`src/core/cpu_bus_defines.svh`:
```
// constants of the bus and reset control block
`ifndef CPU_BUS_DEFINES_SVH
`define CPU_BUS_DEFINES_SVH
`define RESET_HOLD_CYCLES 128
`define VAD_SETTLE_CYCLES 7'h42
`define XMD_SETTLE_CYCLES 7'h12
`define BOOT_VECTOR_ADDR 32'h0000_0080
`define PCB_PC_OFFSET 32'h0000_0004
`define PCB_SP_OFFSET 32'h0000_0008
`define REG_PSW 6'h00
`define REG_ADDR 6'h04
`define REG_WDATA 6'h08
`define REG_CMP 6'h0C
`define REG_CTRL 6'h10
`define REG_RDATA 6'h14
`define REG_PCB 6'h18
`define REG_PC 6'h1C
`define REG_SP 6'h20
`define PSW_RESET 32'h0000_0000
`define PSW_WR_MASK 32'h3FFF_FE80
`define ET_RESET 2'h0
`define ET_PROCESS 2'h1
`define ET_STACK 2'h2
`define ET_NORMAL 2'h3
`define ISC_BOOT_FAULT 4'h1
`define ISC_BUS_FAULT 4'h5
`define XMD_KERNEL 2'h0
`define VAD_PHYSICAL 1'b1
`endif

```
`src/core/cpu_bus_pkg.sv`:
```
// types of the bus and reset control block
package cpu_bus_pkg;
	typedef enum logic [3:0] {
		ST_RESET_HOLD, ST_RESET_COUNT, ST_IDLE, ST_GRANTED, ST_REQ_BUS,
		ST_ACCESS, ST_RETRY, ST_RELINQ, ST_LOCKED
	} state_t;
	typedef enum logic [1:0] {SZ_BYTE, SZ_HALF, SZ_THREE, SZ_WORD} size_t;
	typedef enum logic [1:0] {OP_PLAIN, OP_SWAP, OP_COND_SWAP, OP_RSVD} op_t;
	// status word layout, bit 31 first
	typedef struct packed {
		logic [1:0] unused;
		logic [3:0] flags;
		logic cache_flush_disable;
		logic quick_interrupt_enable;
		logic cache_disable;
		logic overflow_enable;
		logic [3:0] condition_codes;
		logic trace_enable_bit;
		logic [3:0] interrupt_priority;
		logic [1:0] current_level;
		logic [1:0] previous_level;
		logic register_save;
		logic register_initial_context;
		logic [3:0] internal_state_code;
		logic trace_mask_bit;
		logic [1:0] exception_type_field;
	} psw_t;
endpackage : cpu_bus_pkg

```
`src/core/cpu_bus_reset_control.sv`:
```
// bus control, bus handover, interlock, reset and status word of the processor
// How it works
// - byte writes fill all lanes; halfwords are copied to unused lanes except at offset 1.
// - when granted, bus outputs float, grant ack low, reset and relinquish ack high.
// - strap low makes us arbiter; strap high makes us request the bus.
// - swap exchanges operands; conditional swap only when the operands are equal.
// - between locked read and its write no handover or request except reset.
// - reset, however raised, wins over and aborts any activity.
// - reset request low brings reset acknowledge and a safe output state.
// - acknowledge stays 128 cycles after request release, then boot starts.
// - after acknowledge, arbiter drives strobes high and size low; else floats.
// - the open-drain relinquish acknowledge is never driven during reset; it is driven only while relinquished.
// - address-mode indicator is physical no later than 66 cycles after acknowledge.
// - access mode is kernel no later than 18 cycles after acknowledge.
// - boot reads pointer at 0x80, then status, counter at +4, stack at +8.
// - relinquish request ends access, frees bus, repeats access when returned.
// - retry input ends the access and performs it again.
// - fault input ends the access and enters exception handling.
// - relinquish beats retry beats fault; fault counts on the retried access.
// - exception type bits 1:0: reset, process, stack, normal.
// - trace mask is set at instruction start and cleared on a fault.
// - internal state code names the exception; highest priority wins.
// - status bit 7 selects starting a process from initial context.
// - status bit 8 selects register saving; external reset clears it.
// - the status word has the fixed field layout of general register 11.
`include "cpu_bus_defines.svh"
`timescale 1ns/1ps
`default_nettype none
module cpu_bus_reset_control #(
	parameter int HOLD_CYCLES = `RESET_HOLD_CYCLES
) (
	input wire logic clk_i, // 100 MHz clock
	input wire logic reset_i, // synchronous reset, high
	input wire logic ce_i, // clock enable, freezes all state
	input wire logic [5:0] avs_address_i, // register byte address
	input wire logic avs_read_i, // register read
	input wire logic avs_write_i, // register write
	input wire logic [31:0] avs_writedata_i, // register write data
	input wire logic [3:0] avs_byteenable_i, // write byte lanes
	output logic [31:0] avs_readdata_o, // register read data
	output logic avs_waitrequest_o, // stall
	input wire logic reset_request_n_i, // system reset request pin
	input wire logic arbiter_select_strap_i, // low: we are arbiter
	input wire logic bus_hold_request_n_i, // outside master wants bus
	input wire logic bus_grant_n_i, // outside arbiter grants bus
	input wire logic relinquish_retry_request_n_i, // relinquish and retry
	input wire logic retry_n_i, // retry current access
	input wire logic fault_n_i, // fault on current access
	input wire logic data_ready_strobe_n_i, // access completes
	input wire logic [31:0] data_i, // read data pins
	output logic [31:0] data_o, // write data pins
	output logic data_oe_o, // data pins driven
	output logic [31:0] addr_o, // address pins
	output logic addr_oe_o, // address pins driven
	output logic [2:0] transfer_size_outputs_o, // size pins
	output logic size_oe_o, // size pins driven
	output logic addr_strobe_n_o, // address strobe
	output logic data_strobe_n_o, // data strobe
	output logic read_not_write_o, // 1 read, 0 write
	output logic strobe_oe_o, // strobes driven
	output logic virtual_address_indicator_o, // 1 physical mode
	output logic [1:0] access_mode_outputs_o, // execution level
	output logic mode_oe_o, // mode pins driven
	output logic bus_grant_ack_n_o, // bus given away
	output logic bus_hold_request_n_o, // we want the bus
	output logic reset_ack_n_o, // reset acknowledge
	output logic relinquish_retry_ack_o, // open drain level, always 0
	output logic relinquish_retry_ack_oe_o, // pulls the ack low
	output logic [1:0] queue_status_outputs_o, // queue status
	output logic instruction_start_n_o, // start of instruction
	output logic initial_context_o, // status bit 7
	output logic save_registers_o // status bit 8
);
	typedef struct packed {
		cpu_bus_pkg::state_t state;
		logic [7:0] s1;
		logic [7:0] s2;
		logic arb;
		logic [7:0] cnt;
		logic [6:0] since;
		logic boot;
		logic [1:0] step;
		logic pend;
		logic busy;
		logic lock;
		logic write;
		logic fault;
		logic equal;
		logic start;
		logic rd_ack;
		cpu_bus_pkg::op_t op;
		cpu_bus_pkg::size_t size;
		logic [31:0] addr;
		logic [31:0] wdata;
		logic [31:0] cmp;
		logic [31:0] rdata;
		logic [31:0] process_control_block;
		logic [31:0] pc;
		logic [31:0] sp;
		logic [31:0] dout;
		logic [31:0] rdbus;
		logic [31:0] d1;
		logic [31:0] d2;
		cpu_bus_pkg::psw_t processor_status_word;
	} ctl_t;

	localparam int IX_RST = 0;
	localparam int IX_HOLD = 1;
	localparam int IX_RELINQUISH_RETRY_REQUEST = 2;
	localparam int IX_RETRY = 3;
	localparam int IX_FAULT = 4;
	localparam int IX_DATA_READY_STROBE = 5;
	localparam int IX_GRANT = 6;
	localparam int IX_STRAP = 7;
	localparam logic [7:0] HOLD_LAST = 8'(HOLD_CYCLES - 1);

	ctl_t r;
	ctl_t n;
	logic [31:0] lanes;
	logic [31:0] be_mask;
	logic owns_bus;
	logic floated;
	logic in_reset;

	write_lane_replicator u_lanes (
		.offset_i(r.addr[1:0]),
		.size_i(r.size),
		.data_i(r.wdata),
		.lanes_o(lanes)
	);

	assign be_mask = {{8{avs_byteenable_i[3]}}, {8{avs_byteenable_i[2]}},
		{8{avs_byteenable_i[1]}}, {8{avs_byteenable_i[0]}}};
	assign in_reset = (r.state == cpu_bus_pkg::ST_RESET_HOLD) || (r.state == cpu_bus_pkg::ST_RESET_COUNT);
	assign owns_bus = (r.state == cpu_bus_pkg::ST_ACCESS) || (r.state == cpu_bus_pkg::ST_LOCKED) ||
		(r.state == cpu_bus_pkg::ST_RETRY);
	assign floated = (r.state == cpu_bus_pkg::ST_GRANTED) || (r.state == cpu_bus_pkg::ST_RELINQ);

	// register read mux
	function automatic logic [31:0] reg_read(input ctl_t c, input logic [5:0] a);
		logic [31:0] v;
		v = 32'h0000_0000;
		if (a == `REG_PSW) v = c.processor_status_word;
		else if (a == `REG_ADDR) v = c.addr;
		else if (a == `REG_WDATA) v = c.wdata;
		else if (a == `REG_CMP) v = c.cmp;
		else if (a == `REG_CTRL) v = {19'h0, c.state == cpu_bus_pkg::ST_GRANTED, c.equal, c.fault,
			c.busy | c.pend, 3'h0, c.op, c.write, c.size};
		else if (a == `REG_RDATA) v = c.rdata;
		else if (a == `REG_PCB) v = c.process_control_block;
		else if (a == `REG_PC) v = c.pc;
		else if (a == `REG_SP) v = c.sp;
		return v;
	endfunction : reg_read

	// next state of the whole block
	always_comb begin
		n = r;
		n.s1 = {arbiter_select_strap_i, bus_grant_n_i, data_ready_strobe_n_i, fault_n_i, retry_n_i,
			relinquish_retry_request_n_i, bus_hold_request_n_i, reset_request_n_i};
		n.s2 = r.s1;
		// read data pins pass two flops, in step with the synced data ready
		n.d1 = data_i;
		n.d2 = r.d1;
		n.start = 1'b0;
		n.dout = lanes;
		n.rd_ack = avs_read_i && !r.rd_ack;
		if (avs_read_i && !r.rd_ack) n.rdbus = reg_read(r, avs_address_i);
		if (!in_reset && r.since != 7'h7F) n.since = r.since + 7'h01;
		// register writes; access setup only while idle
		if (avs_write_i && !in_reset) begin
			if (avs_address_i == `REG_PSW) begin
				n.processor_status_word = (r.processor_status_word & ~(`PSW_WR_MASK & be_mask)) | (avs_writedata_i & `PSW_WR_MASK & be_mask);
			end else if (avs_address_i == `REG_ADDR && !r.busy && !r.pend) begin
				n.addr = (r.addr & ~be_mask) | (avs_writedata_i & be_mask);
			end else if (avs_address_i == `REG_WDATA && !r.busy && !r.pend) begin
				n.wdata = (r.wdata & ~be_mask) | (avs_writedata_i & be_mask);
			end else if (avs_address_i == `REG_CMP && !r.busy && !r.pend) begin
				n.cmp = (r.cmp & ~be_mask) | (avs_writedata_i & be_mask);
			end else if (avs_address_i == `REG_CTRL && !r.busy && !r.pend) begin
				n.size = cpu_bus_pkg::size_t'(avs_writedata_i[1:0]);
				n.op = cpu_bus_pkg::op_t'(avs_writedata_i[4:3]);
				n.lock = avs_writedata_i[4:3] != 2'h0;
				n.write = avs_writedata_i[2] && avs_writedata_i[4:3] == 2'h0;
				n.pend = 1'b1;
				n.fault = 1'b0;
				n.processor_status_word.trace_mask_bit = 1'b1;
				n.start = 1'b1;
			end
		end
		case (r.state)
			cpu_bus_pkg::ST_RESET_HOLD: begin
				n.arb = !r.s2[IX_STRAP];
				if (r.s2[IX_RST]) begin
					n.state = cpu_bus_pkg::ST_RESET_COUNT;
					n.cnt = 8'h00;
				end
			end
			cpu_bus_pkg::ST_RESET_COUNT: begin
				n.cnt = r.cnt + 8'h01;
				if (r.cnt == HOLD_LAST) begin
					n.boot = 1'b1;
					n.step = 2'h0;
					n.busy = 1'b1;
					n.write = 1'b0;
					n.size = cpu_bus_pkg::SZ_WORD;
					n.addr = `BOOT_VECTOR_ADDR;
					n.state = r.arb ? cpu_bus_pkg::ST_ACCESS : cpu_bus_pkg::ST_REQ_BUS;
				end
			end
			cpu_bus_pkg::ST_IDLE: begin
				if (r.arb && !r.s2[IX_HOLD]) begin
					n.state = cpu_bus_pkg::ST_GRANTED;
				end else if (r.pend) begin
					n.pend = 1'b0;
					n.busy = 1'b1;
					n.state = r.arb ? cpu_bus_pkg::ST_ACCESS : cpu_bus_pkg::ST_REQ_BUS;
				end
			end
			cpu_bus_pkg::ST_GRANTED: begin
				if (r.s2[IX_HOLD]) n.state = cpu_bus_pkg::ST_IDLE;
			end
			cpu_bus_pkg::ST_REQ_BUS: begin
				if (!r.s2[IX_GRANT]) n.state = cpu_bus_pkg::ST_ACCESS;
			end
			cpu_bus_pkg::ST_ACCESS: begin
				if (!r.s2[IX_RELINQUISH_RETRY_REQUEST] && !r.lock) begin
					n.state = cpu_bus_pkg::ST_RELINQ;
				end else if (!r.s2[IX_RETRY]) begin
					n.state = cpu_bus_pkg::ST_RETRY;
				end else if (!r.s2[IX_FAULT]) begin
					n.fault = 1'b1;
					n.busy = 1'b0;
					n.lock = 1'b0;
					n.boot = 1'b0;
					n.processor_status_word.trace_mask_bit = 1'b0;
					n.processor_status_word.exception_type_field = r.boot ? `ET_RESET : `ET_NORMAL;
					n.processor_status_word.internal_state_code = r.boot ? `ISC_BOOT_FAULT : `ISC_BUS_FAULT;
					n.state = cpu_bus_pkg::ST_IDLE;
				end else if (!r.s2[IX_DATA_READY_STROBE]) begin
					if (r.boot) begin
						if (r.step == 2'h0) n.process_control_block = r.d2;
						if (r.step == 2'h1) n.processor_status_word = r.d2 & 32'h3FFF_FFFF;
						if (r.step == 2'h2) n.pc = r.d2;
						if (r.step == 2'h3) n.sp = r.d2;
						n.step = r.step + 2'h1;
						if (r.step == 2'h0) n.addr = r.d2;
						else if (r.step == 2'h1) n.addr = r.process_control_block + `PCB_PC_OFFSET;
						else if (r.step == 2'h2) n.addr = r.process_control_block + `PCB_SP_OFFSET;
						if (r.step == 2'h3) begin
							n.boot = 1'b0;
							n.busy = 1'b0;
							n.start = 1'b1;
							n.processor_status_word.trace_mask_bit = 1'b1;
							n.state = cpu_bus_pkg::ST_IDLE;
						end else begin
							// end this fetch so the strobe rises before the next one
							n.state = cpu_bus_pkg::ST_RETRY;
						end
					end else if (r.lock && !r.write) begin
						n.rdata = r.d2;
						n.equal = r.d2 == r.cmp;
						if (r.op == cpu_bus_pkg::OP_SWAP || r.d2 == r.cmp) begin
							n.state = cpu_bus_pkg::ST_LOCKED;
						end else begin
							n.lock = 1'b0;
							n.busy = 1'b0;
							n.state = cpu_bus_pkg::ST_IDLE;
						end
					end else begin
						if (!r.write) n.rdata = r.d2;
						n.lock = 1'b0;
						n.busy = 1'b0;
						n.state = cpu_bus_pkg::ST_IDLE;
					end
				end
			end
			cpu_bus_pkg::ST_LOCKED: begin
				n.write = 1'b1;
				// wait until the old data ready has gone away
				if (r.s2[IX_DATA_READY_STROBE]) n.state = cpu_bus_pkg::ST_ACCESS;
			end
			cpu_bus_pkg::ST_RETRY: begin
				if (r.s2[IX_RETRY] && r.s2[IX_DATA_READY_STROBE]) n.state = cpu_bus_pkg::ST_ACCESS;
			end
			cpu_bus_pkg::ST_RELINQ: begin
				if (r.s2[IX_RELINQUISH_RETRY_REQUEST] && r.s2[IX_RETRY]) begin
					n.state = r.arb ? cpu_bus_pkg::ST_ACCESS : cpu_bus_pkg::ST_REQ_BUS;
				end
			end
			default: n.state = cpu_bus_pkg::ST_RESET_HOLD;
		endcase
		// reset request overrides everything
		if (!r.s2[IX_RST]) begin
			n.state = cpu_bus_pkg::ST_RESET_HOLD;
			n.pend = 1'b0;
			n.busy = 1'b0;
			n.lock = 1'b0;
			n.boot = 1'b0;
			n.since = 7'h00;
			n.processor_status_word.exception_type_field = `ET_RESET;
			n.processor_status_word.register_save = 1'b0;
		end
	end

	// state register with clock enable
	always_ff @(posedge clk_i) begin
		if (reset_i) begin
			r <= '0;
		end else if (ce_i) begin
			r <= n;
		end
	end

	// pin drive by state
	always_comb begin
		addr_o = r.addr;
		data_o = r.dout;
		addr_oe_o = owns_bus;
		data_oe_o = (r.state == cpu_bus_pkg::ST_ACCESS) && r.write;
		transfer_size_outputs_o = owns_bus ? {1'b0, r.size} : 3'h0;
		size_oe_o = owns_bus || (r.arb && !floated && !in_reset);
		strobe_oe_o = r.arb ? !floated : owns_bus;
		mode_oe_o = strobe_oe_o;
		addr_strobe_n_o = r.state != cpu_bus_pkg::ST_ACCESS;
		data_strobe_n_o = r.state != cpu_bus_pkg::ST_ACCESS;
		read_not_write_o = !(owns_bus && r.write);
		virtual_address_indicator_o = in_reset ? 1'b0 : `VAD_PHYSICAL;
		access_mode_outputs_o = (in_reset || r.boot) ? `XMD_KERNEL : r.processor_status_word.current_level;
		bus_grant_ack_n_o = r.state != cpu_bus_pkg::ST_GRANTED;
		bus_hold_request_n_o = r.arb || in_reset ||
			!(owns_bus || r.state == cpu_bus_pkg::ST_REQ_BUS);
		reset_ack_n_o = !in_reset;
		relinquish_retry_ack_o = 1'b0;
		relinquish_retry_ack_oe_o = (r.state == cpu_bus_pkg::ST_RELINQ) && !in_reset;
		queue_status_outputs_o = 2'h3;
		instruction_start_n_o = !r.start;
		initial_context_o = r.processor_status_word.register_initial_context;
		save_registers_o = r.processor_status_word.register_save;
		avs_readdata_o = r.rdbus;
		avs_waitrequest_o = avs_read_i && !r.rd_ack;
	end
endmodule : cpu_bus_reset_control
`default_nettype wire

```
`src/core/write_lane_replicator.sv`:
```
// write data lane placement and byte replication
`timescale 1ns/1ps
`default_nettype none
module write_lane_replicator (
	input wire logic [1:0] offset_i, // address bits 1:0
	input wire cpu_bus_pkg::size_t size_i, // transfer size
	input wire logic [31:0] data_i, // right-aligned operand
	output logic [31:0] lanes_o // lanes, bits 31:24 for offset 0
);
	logic [7:0] b0, b1, b2;
	assign b0 = data_i[7:0];
	assign b1 = data_i[15:8];
	assign b2 = data_i[23:16];
	// undefined lanes are zero for offset-1 halfwords and three-byte writes; bytes and other halfwords copy the operand
	always_comb begin
		lanes_o = data_i;
		case (size_i)
			cpu_bus_pkg::SZ_BYTE: lanes_o = {4{b0}};
			cpu_bus_pkg::SZ_HALF: begin
				if (offset_i == 2'h1) lanes_o = {8'h00, b1, b0, 8'h00};
				else lanes_o = {2{b1, b0}};
			end
			cpu_bus_pkg::SZ_THREE: begin
				if (offset_i == 2'h0) lanes_o = {b2, b1, b0, 8'h00};
				else if (offset_i == 2'h1) lanes_o = {8'h00, b2, b1, b0};
				else lanes_o = 32'h0000_0000;
			end
			default: lanes_o = data_i;
		endcase
	end
endmodule : write_lane_replicator
`default_nettype wire

```
`config.mk`:
```
export PLATFORM = sky130hd
export DESIGN_NAME = cpu_bus_reset_control
export DESIGN_NICKNAME = d
export VERILOG_FILES = /design/src/core/cpu_bus_pkg.sv /design/src/core/cpu_bus_reset_control.sv /design/src/core/write_lane_replicator.sv
export VERILOG_INCLUDE_DIRS = /design/src /design/src/core
export SDC_FILE = /design/constraint.sdc
export NUM_CORES = 1
export LEC_CHECK = 0
export ABC_AREA = 0
export BUFFER_PORTS_ARGS = -buffer_cell sky130_fd_sc_hd__buf_2
export CAP_MARGIN = 30
export CORE_UTILIZATION = 42
export CTS_CLUSTER_SIZE = 14
export DETAILED_ROUTE_END_ITERATION = 6
export PLACE_DENSITY = 0.58
export SYNTH_ARGS = -nofsm -noshare
export SYNTH_HDL_FRONTEND = slang
export SYNTH_SLANG_ARGS = --single-unit
```
`constraint.sdc`:
```
create_clock -name clk_i -period 2.88 [get_ports clk_i]
set_input_delay 0.72 -clock clk_i [delete_from_list [all_inputs] [get_ports clk_i]]
set_output_delay 0.72 -clock clk_i [all_outputs]
set_load 0.005 [all_outputs]
```
### After elaboration in Yosys (flattened, before gate mapping)

Cells that the tools add are included.

* bits in registers: 435
* bits in latches: 0
* memory bits (writable): 0
* memory bits (read-only): 0
* input bits: 87
* output and inout bits: 121
* logic and storage cells: 334
* memories kept: 0

* $add $sub $neg: 5
* multipliers: 0
* divide/modulo/power cells: 0
* magnitude comparators: 0
* eq/ne operators: 54
* shifts and indexed selects: 0
* mux-type cells: 140
* bitwise logic cells: 20
* reductions and logical operators: 70

Operators with widths (number)
* $mux W32: 32
* $mux W98: 2
* $and A32 B32 Y32: 5
* $or A32 B32 Y32: 4
* $pmux W32 S3: 1
* $mux W4: 16
* $mux W64: 1
* $pmux W32 S2: 1
* $mux W3: 17
* $reduce_and A8 Y1: 6
* $mux W2: 21
* $mux W1: 36
* $pmux W4 S9: 1
* $mux W34: 1
* $add A32 B3 Y32 const B: 1
* $add A32 B4 Y32 const B: 1
* $and A30 B32 Y32: 1
* $eq A32 B32 Y1: 1
* $not A30 Y32: 1
* $not A32 Y32: 1
* $mux W29: 1
* $mux W25: 1
* $eq A6 B5 Y1 const B: 4
* $mux W24: 1
* 47 further kinds: 132

### Depth between registers and ports, before layout

Gate-level depths: netlist of the first run.

* depth in word-level cells: 18
* depth in mapped cells: 10
* depth with buffers taken out: 8

### By module

Synthesis of the first run repeated with hierarchy kept, for this count alone.

* cell total of the unflattened synthesis: 2798
* area total of the unflattened synthesis: 22527.9 um^2

Modules (own cells, without submodules)
* cpu_bus_reset_control: instances 1, cells an instance 2667, area each 21581.9 um^2, seq. area each 8528.2 um^2
* write_lane_replicator: instances 1, cells an instance 131, area each 945.9 um^2, seq. area each 0.0 um^2

### Least setup slack after synthesis of the first run

No wires, ideal clock.

* kind: input to register
* from: input port avs_address_i[4]
* to: register r, in the netlist addr_o[30]
* setup time: 0.132 ns
* arrival: 2.626 ns
* required time: 2.748 ns
* setup slack: 0.122 ns
* stages on the path: 8
* buffers on the path: 2
* path through: or4_1 -> buf_2 -> nor4_2 -> buf_4 -> nand2_4 -> mux2_4 -> a221oi_2 -> a211oi_1

* word-level cells in the longest chain between the ends: 15
* elaborated cells between the ends (all ways): 17
* those cells by class: eq/ne (1); mux (13); reduce/logical (3)

Ends and longest elaborated chain
* start: declaration: RTL line cpu_bus_reset_control.sv:35 `input wire logic [5:0] avs_address_i,`
* $eq A6 B3 Y1 (no source line)
* $logic_and A1 B1 Y1 (2 in a row): RTL line cpu_bus_reset_control.sv:174 `` end else if (avs_address_i == `REG_ADDR && !r.busy && !r.pend) begin ``
* $mux W32: RTL line cpu_bus_reset_control.sv:174
* $mux W98 (*): RTL line cpu_bus_reset_control.sv:172 `` if (avs_address_i == `REG_PSW) begin ``
* $mux W98 (*): RTL line cpu_bus_reset_control.sv:171 `if (avs_write_i && !in_reset) begin`
* $mux W32: RTL line cpu_bus_reset_control.sv:249 `` else if (r.step == 2'h2) n.addr = r.process_control_block + `PCB_SP_OFFSET; ``
* $mux W32: RTL line cpu_bus_reset_control.sv:248 `` else if (r.step == 2'h1) n.addr = r.process_control_block + `PCB_PC_OFFSET; ``
* $mux W32: RTL line cpu_bus_reset_control.sv:247 `if (r.step == 2'h0) n.addr = r.d2;`
* $mux W32: RTL line cpu_bus_reset_control.sv:241 `if (r.boot) begin`
* $mux W32: RTL line cpu_bus_reset_control.sv:240 `end else if (!r.s2[IX_DATA_READY_STROBE]) begin`
* $mux W32: RTL line cpu_bus_reset_control.sv:231 `end else if (!r.s2[IX_FAULT]) begin`
* $mux W32: RTL line cpu_bus_reset_control.sv:229 `end else if (!r.s2[IX_RETRY]) begin`
* $mux W32: RTL line cpu_bus_reset_control.sv:227 `if (!r.s2[IX_RELINQUISH_RETRY_REQUEST] && !r.lock) begin`
* $pmux W32 S2 (*): RTL line cpu_bus_reset_control.sv:191 `case (r.state)`
* end signal: assignment: RTL line cpu_bus_reset_control.sv:311 `r <= n;`
* end: declaration: RTL line cpu_bus_reset_control.sv:117 `ctl_t r;`

Mark *: on every way between the ends. The rest lies on a longest branch, timed or not.
A chain may end at the register's enable or synchronous reset.

### Final worst setup path of the first run

* from: register r[432] (netlist name)
* to: output port data_oe_o

* word-level cells in the longest chain between the ends: 2

Ends and longest elaborated chain
* $eq A4 B3 Y1: RTL line cpu_bus_reset_control.sv:320 `data_oe_o = (r.state == cpu_bus_pkg::ST_ACCESS) && r.write;`
* $logic_and A1 B1 Y1: RTL line cpu_bus_reset_control.sv:320
* end: declaration: RTL line cpu_bus_reset_control.sv:52 `output logic data_oe_o,`

Every way passes these cells.

==> impl_metrics.csv, run 1 <==
group,metric,value,unit
yosys,syn_area_per_cell,7.836,um^2
setup_path,slowest_delay,0.43,ns
layout,final_design_area_no_fill,25620,um^2
floorplan,pin_count,208,
sta,drv_slew,0,
sta,clock.fmax,353.8,MHz
setup_path,slowest_stage,"and4bb_4",
placed_design,io_buffer_count,203,
sta,worst_pin_slew,1.028,ns
floorplan,die_area,52700,um^2
yosys,synth_mux_area_share,5.344,%
route,antenna_left,0,
sta,hold_ws,0.3535,ns
placed_design,post-dp-hpwl,70040,um
setup_path,path_cells,"buf_4, and4bb_4, inv_1, buf_4, nor2_1, buf_2",
yosys,synth_xor_area_share,1.852,%
worst_hold_path,hp-class,"input port to flip-flop",
yosys,yosys_most_used_dff,"dfxtp_1",
grt,grt_overflow,0,
route,vias,22672,
clock_tree,numCtsBuffers,48,
layout,num-fill-cells,4907,
sta,period_needed,2.826,ns
placed_design,dp_slack,-0.3333,ns
power_and_ir_drop,irDropWorstVdd,0.0004495,V
yosys,seq_area_frac_synth,39.21,%
floorplan,fp.dieH,229.6,um
outcome,status,"complete, no violations",
setup_path,crit_type,"flip-flop to output port",
clock_tree,post_cts_resize_count,0,
floorplan,start_util,42.49,%
clock_tree,cts.htree.levels,2,
clock_tree,clockBufferDepth,3,
route,wl,96250,um
route,wl_per_cell,26.46,um
sta,finalSetupViolations,0,
yosys,synth_edf_count,0,
clock_tree,cts_root_buf,"clkbuf_16",
grt,grtUsageTotal,35.41,%
yosys,synth_top_family_by_area,"compound AO/OA/AOI/OAI gates",
yosys,syn_area,21750,um^2
route,drt_iter0_drc,3142,
sta,rsz0062_at_grt,"false",
placed_design,dpl-instance-area,24010,um^2
clock_tree,cts.clk_slew.worst_paths,0.07,ns
power_and_ir_drop,p_leak,0.009809,uW
yosys,ys_ff_latch,426,
yosys,synth_cells,2776,
layout,drive_above_1_share,18.84,%
floorplan,core-area,51200,um^2
setup_path,cp_common_cell,"buf_4",
sta,slew_headroom,30.93,%
sta,finalCritPeriodShare,98.13,%
setup_path,cp-end-kind,"output port",
yosys,synth_compound_area_share,23.76,%
setup_path,crit_path_start_kind,"flip-flop",
yosys,synthAdderAreaFrac,0.4026,%
clock_tree,clkLatencyLatePin,0.61,ns
yosys,synthSimpleGateAreaFrac,21.12,%
route,first_pass_iters,7,
route,vias_per_cell,6.232,
clock_tree,postCtsSetupBuffers,0,
grt,grt_pass1_vias,20931,
sta,hold_viol,0,
yosys,yosysUniqueCellTypes,86,
layout,nNetsFinal,3017,
placed_design,globalplace.congestion,1.020,
setup_path,critPathArrivalTime,2.11,ns
run,drv_cap,0,
clock_tree,cts_tree,"done",
clock_tree,hold_buffers,0,
floorplan,die_x,229.6,um
setup_path,crit_required,2.16,ns
grt,antenna_found_initial,4,
clock_tree,clkSinkCount,426,
grt,grt_pass1_wl,139300,um
power_and_ir_drop,p_per_area,521.8,nW/um^2
sta,setup_slack,0.05382,ns
grt,grt_max_degree,185,
yosys,yosys_warnings,0,
floorplan,rows,83,
route,drc,0,
layout,areaGrowthSynthToFinish,17.79,%
setup_path,crit_fanout,11,
yosys,asyncSetResetFlopFracSynth,0,%
sta,finalClockSkew,0.02552,ns
==> worst max-delay path, delay by kind of cell, from the launching register on <==
kind,cells,cell delay (ns)
flip-flops,1,0.32
AND/OR/NAND/NOR,2,0.58
buffers and inverters,4,0.59
==> cells in the final DEF, fill, tap and decap left out, drive strengths merged, types with 14 or more instances in the layout <==
master / count
o211ai: 17
mux2i: 106
nand2b: 21
o22ai: 41
nor3b: 15
nor4: 29
a31oi: 19
a21oi: 337
a211oi: 32
o21ai: 115
nand2: 474
inv: 24
o221ai: 15
nor2b: 14
nand4: 25
a221oi: 36
a222oi: 33
nor3: 31
xor2: 42
or3: 15
dfxtp: 426
a22oi: 53
nand3: 97
clkbuf: 72
and3: 41
nor2: 198
buf: 440
==> sequential cells by signal, indices dropped and copies added (netlist names) <==
signal             count
save_registers_o       1
r                    288
addr_o                32
initial_context_o      1
avs_readdata_o        32
n                     40
data_o                32
==> per-layer routing <==
metal,track usage [%],share of wire (%),vias to the layer above
met2,52.15,42,1323
met1,49.74,43,10985
li1,-,-,10182
met5,0,0.0094,-
met4,13.96,3.5,2
met3,7.981,11,180
==> power by group <==
| part | switching, uW | internal [uW] | leakage, uW | total [uW] |
|---|---|---|---|---|
| combinational | 642 | 326 | 0.00558 | 968 |
| sequential | 81.0 | 5990 | 0.00345 | 6070 |
| clock | 2590 | 3740 | 0.000780 | 6330 |
==> logic make-up after synthesis <==
family,Yosys count
and+or+nand+nor,1002
AOI/OAI and AO/OA,808
DFF,426
buffers and inverters,371
muxes,114
xor gates and xnor gates,46
adders and majority gates,7
other,2
==> path summary, 6_finish.rpt <==
check	from	cells past startpoint	endpoint	slack (ns)
max	r[432]$_SDFFE_PP0P_	6	data_oe_o	0.05
max reg2reg	r[396]$_SDFFE_PP0P_	9	addr_o[11]$_SDFFE_PP0P_	0.06
min reg2reg	r[422]$_SDFFE_PP0P_	1	r[414]$_SDFFE_PP0P_	0.45
min	data_i[2]	3	n[34]$_SDFFE_PP0P_	0.35
==> through the flow <==
stage | setup TNS (ns) | utilization (%) | instances | total power, uW
2_1_floorplan | 0 | - | 2778 | 6701
6_report | 0 | 50.04 | 3638 | 13370
4_1_cts | 0 | 50.03 | 3637 | 13390
3_5_place_dp | -13.98 | 46.90 | 3553 | 7135
5_1_grt | 0 | 50.04 | 3638 | 13700
3_3_place_gp | -20.27 | 46.88 | 3552 | 7127
==> final cells by class <==
cell class              count  area (um^2)  share of cell area, %
clock buffers              71         1409                  5.499
inverters                  25        93.84                 0.3663
diodes                      1        2.502               0.009767
flip-flops and latches    426         8528                  33.29
well taps                 680        850.8                  3.321
multi-input cells        1981        11510                  44.91
repair buffers            441         3042                  11.87
clock inverters            13        188.9                 0.7374
==> synth_stat cells, types with 8 or more instances <==
cell type | instances | area, um^2
a211oi_1 | 32 | 240.2
a21oi_1 | 337 | 1687
a221o_1 | 9 | 90.09
a221oi_1 | 34 | 297.8
a222oi_1 | 33 | 330.3
a22o_1 | 8 | 70.07
a22oi_1 | 53 | 397.9
a311oi_1 | 10 | 87.58
a31oi_1 | 19 | 118.9
and3_1 | 41 | 256.5
and4_1 | 8 | 70.07
buf_1 | 14 | 52.55
buf_2 | 10 | 50.05
buf_4 | 105 | 788.3
clkbuf_1 | 216 | 810.8
dfxtp_1 | 426 | 8528
inv_1 | 23 | 86.33
mux2i_1 | 106 | 1061
nand2_1 | 470 | 1764
nand2b_1 | 21 | 131.4
nand3_1 | 97 | 485.5
nand4_1 | 25 | 156.4
nor2_1 | 198 | 743.2
nor2b_1 | 14 | 87.58
nor3_1 | 31 | 155.2
nor3b_1 | 15 | 112.6
nor4_1 | 24 | 150.1
o2111ai_1 | 8 | 70.07
o211ai_1 | 17 | 127.6
o21a_1 | 8 | 60.06
o21ai_0 | 113 | 565.5
o221ai_1 | 15 | 131.4
o22ai_1 | 41 | 256.5
o31ai_1 | 8 | 60.06
or3_1 | 15 | 93.84
xor2_1 | 42 | 367.9
Power figures use the tool's default switching activity.
==> run 2: changes to the inputs <==
Settings changed: CORE_ASPECT_RATIO from default to 0.5.
==> impl_metrics.csv, run 2 (synthesis gave the netlist of run 1 again) <==
group,metric,value,unit
power_and_ir_drop,power.total,12720,uW
setup_path,crit_fanout,15,
layout,multi_input_area,11500,um^2
clock_tree,numCtsBuffers,41,
sta,drv_slew,0,
sta,rsz0062_at_grt,"false",
floorplan,start_util,42.94,%
layout,largest_reg_flops,288,
route,wl_per_cell,27.12,um
setup_path,cp-end-kind,"output port",
clock_tree,cts.clk_slew.worst_paths,0.07,ns
power_and_ir_drop,seq_power_share,47.8,%
clock_tree,cts_root_buf,"clkbuf_16",
clock_tree,cts_tree,"done",
route,first_pass_iters,7,
sta,period_needed,2.843,ns
setup_path,crit_type,"flip-flop to output port",
layout,final_common_cell,"nand2_1",
route,drc,7,
route,wl,98190,um
sta,slew_headroom,32.75,%
grt,grt_pass1_vias,20287,
layout,areaGrowthSynthToFinish,16.39,%
floorplan,fp.dieH,162.9,um
floorplan,pin_count,208,
floorplan,die_area,52760,um^2
worst_hold_path,hp-class,"input port to flip-flop",
layout,fin_util,49.98,%
clock_tree,clkLatencyLatePin,0.58,ns
sta,clock.fmax,351.7,MHz
layout,mostFrequentLayoutCells,"469 x nand2_1, 426 x dfxtp_1, 337 x a21oi_1, 205 x buf_4, 201 x buf_2",
layout,drive_above_1_share,18.44,%
setup_path,critPathArrivalTime,2.12,ns
grt,grt_overflow,0,
floorplan,core-area,50650,um^2
power_and_ir_drop,power.net_switching,3242,uW
layout,num-fill-cells,5092,
grt,grt_pass1_wl,140400,um
clock_tree,clkSinkCount,426,
grt,grt_max_degree,87,
clock_tree,clockBufferDepth,3,
sta,finalSetupViolations,0,
outcome,failed_checks,"design-rule violations",
power_and_ir_drop,power_frac_comb,7.6,%
layout,nNetsFinal,2997,
placed_design,post-dp-hpwl,72470,um
grt,antenna_found_initial,0,
setup_path,crit_required,2.16,ns
clock_tree,cts.htree.levels,2,
power_and_ir_drop,pwr-share-clk,44.6,%
route,antenna_left,0,
sta,finalClockSkew,0.01561,ns
placed_design,globalplace.congestion,1.006,
placed_design,io_buffer_count,203,
sta,hold_ws,0.3788,ns
sta,setup-tns-final,0,ns
power_and_ir_drop,irDropWorstVdd,0.0003124,V
power_and_ir_drop,switching_share,25.49,%
setup_path,crit_path_start_kind,"flip-flop",
power_and_ir_drop,p_int,9478,uW
route,drt_iter0_drc,3354,
power_and_ir_drop,p_leak,0.009619,uW
layout,top_register,"r",
outcome,status,"complete, but fails checks",
floorplan,die_x,323.8,um
grt,grtUsageTotal,36.19,%
placed_design,placed_cells,3549,
power_and_ir_drop,p_per_area,502.4,nW/um^2
sta,finalCritPeriodShare,98.71,%
layout,seq_area,8528,um^2
sta,worst_pin_slew,1.005,ns
floorplan,rows,58,
route,vias_per_cell,6.294,
route,vias,22785,
layout,final_cells,3620,
sta,hold_viol,0,
run,drv_cap,0,
==> run 2: changes by cell type in the layout (fill, tap and decap cells not counted), moves of 2 or more <==
cell	change
buf_12	+2
buf_4	-15
bufinv_16	-2
clkbuf_1	-8
clkbuf_16	-6
clkinvlp_4	+4
inv_1	-2
==> run 2: power by group through the flow <==
stage	Combinational (uW)	Clock [uW]	Sequential, uW
after floorplan	545	0	6160
after global placement	935	0	6210
after detailed placement	939	0	6210
after CTS	942	5730	6070
after global routing	1020	5980	6080
final	971	5670	6080
==> run 2: area by class of cell <==
| type | count | share of cell area [%] |
|---|---|---|
| Timing Repair Buffer | 428 | 11.71 |
| Antenna cell | 1 | 0.009884 |
| Sequential cell | 426 | 33.69 |
| Clock inverter | 12 | 0.4992 |
| Clock buffer | 57 | 4.853 |
| Tap cell | 690 | 3.410 |
| Multi-Input combinational cell | 1981 | 45.44 |
| Inverter | 25 | 0.3855 |
==> run 2: timing repair <==
| action | in CTS | in global routing |
|---|---|---|
| hold buffers | 0 | 0 |
| endpoints found under the hold margin | 0 | 0 |
| setup endpoints to repair | 2 | 2 |
| gates resized for setup | 2 | 2 |
| buffers inserted | 1 | 0 |
==> run 2: critical path: stages (launching register included) <==
cell,delay [ns]
dfxtp_1,0.65
inv_1,0.46
a21oi_1,0.27
buf_2,0.17
==> run 2: metal layers <==
layer,GRT usage (%),up-vias,share of wire (%)
met5,0,-,0
met1,53.17,11063,44
met2,51.18,1397,40
met4,9.348,0,2.7
li1,-,10148,-
met3,10.11,177,13
==> run 2: worst paths after layout <==
path              slack [ns]  depth (start not counted)                         end                start
setup reg to reg        0.11                          8     addr_o[26]$_SDFFE_PP0P_  r[434]$_SDFFE_PP0P_
hold / removal          0.38                          3          n[37]$_SDFFE_PP0P_            data_i[5]
setup / recovery        0.04                          3  transfer_size_outputs_o[0]  r[384]$_SDFFE_PP0P_
hold reg to reg         0.45                          2         r[178]$_SDFFE_PP0P_  r[178]$_SDFFE_PP0P_
==> run 2: per-stage QoR <==
stage / cell area (um^2) / worst slack (ns)
floorplan: 21760 / 0.1220
detailed placement: 23940 / -0.08762
CTS: 25310 / 0.02871
global placement: 23940 / -0.08754
finish: 25320 / 0.03704
global route: 25310 / 0.006729
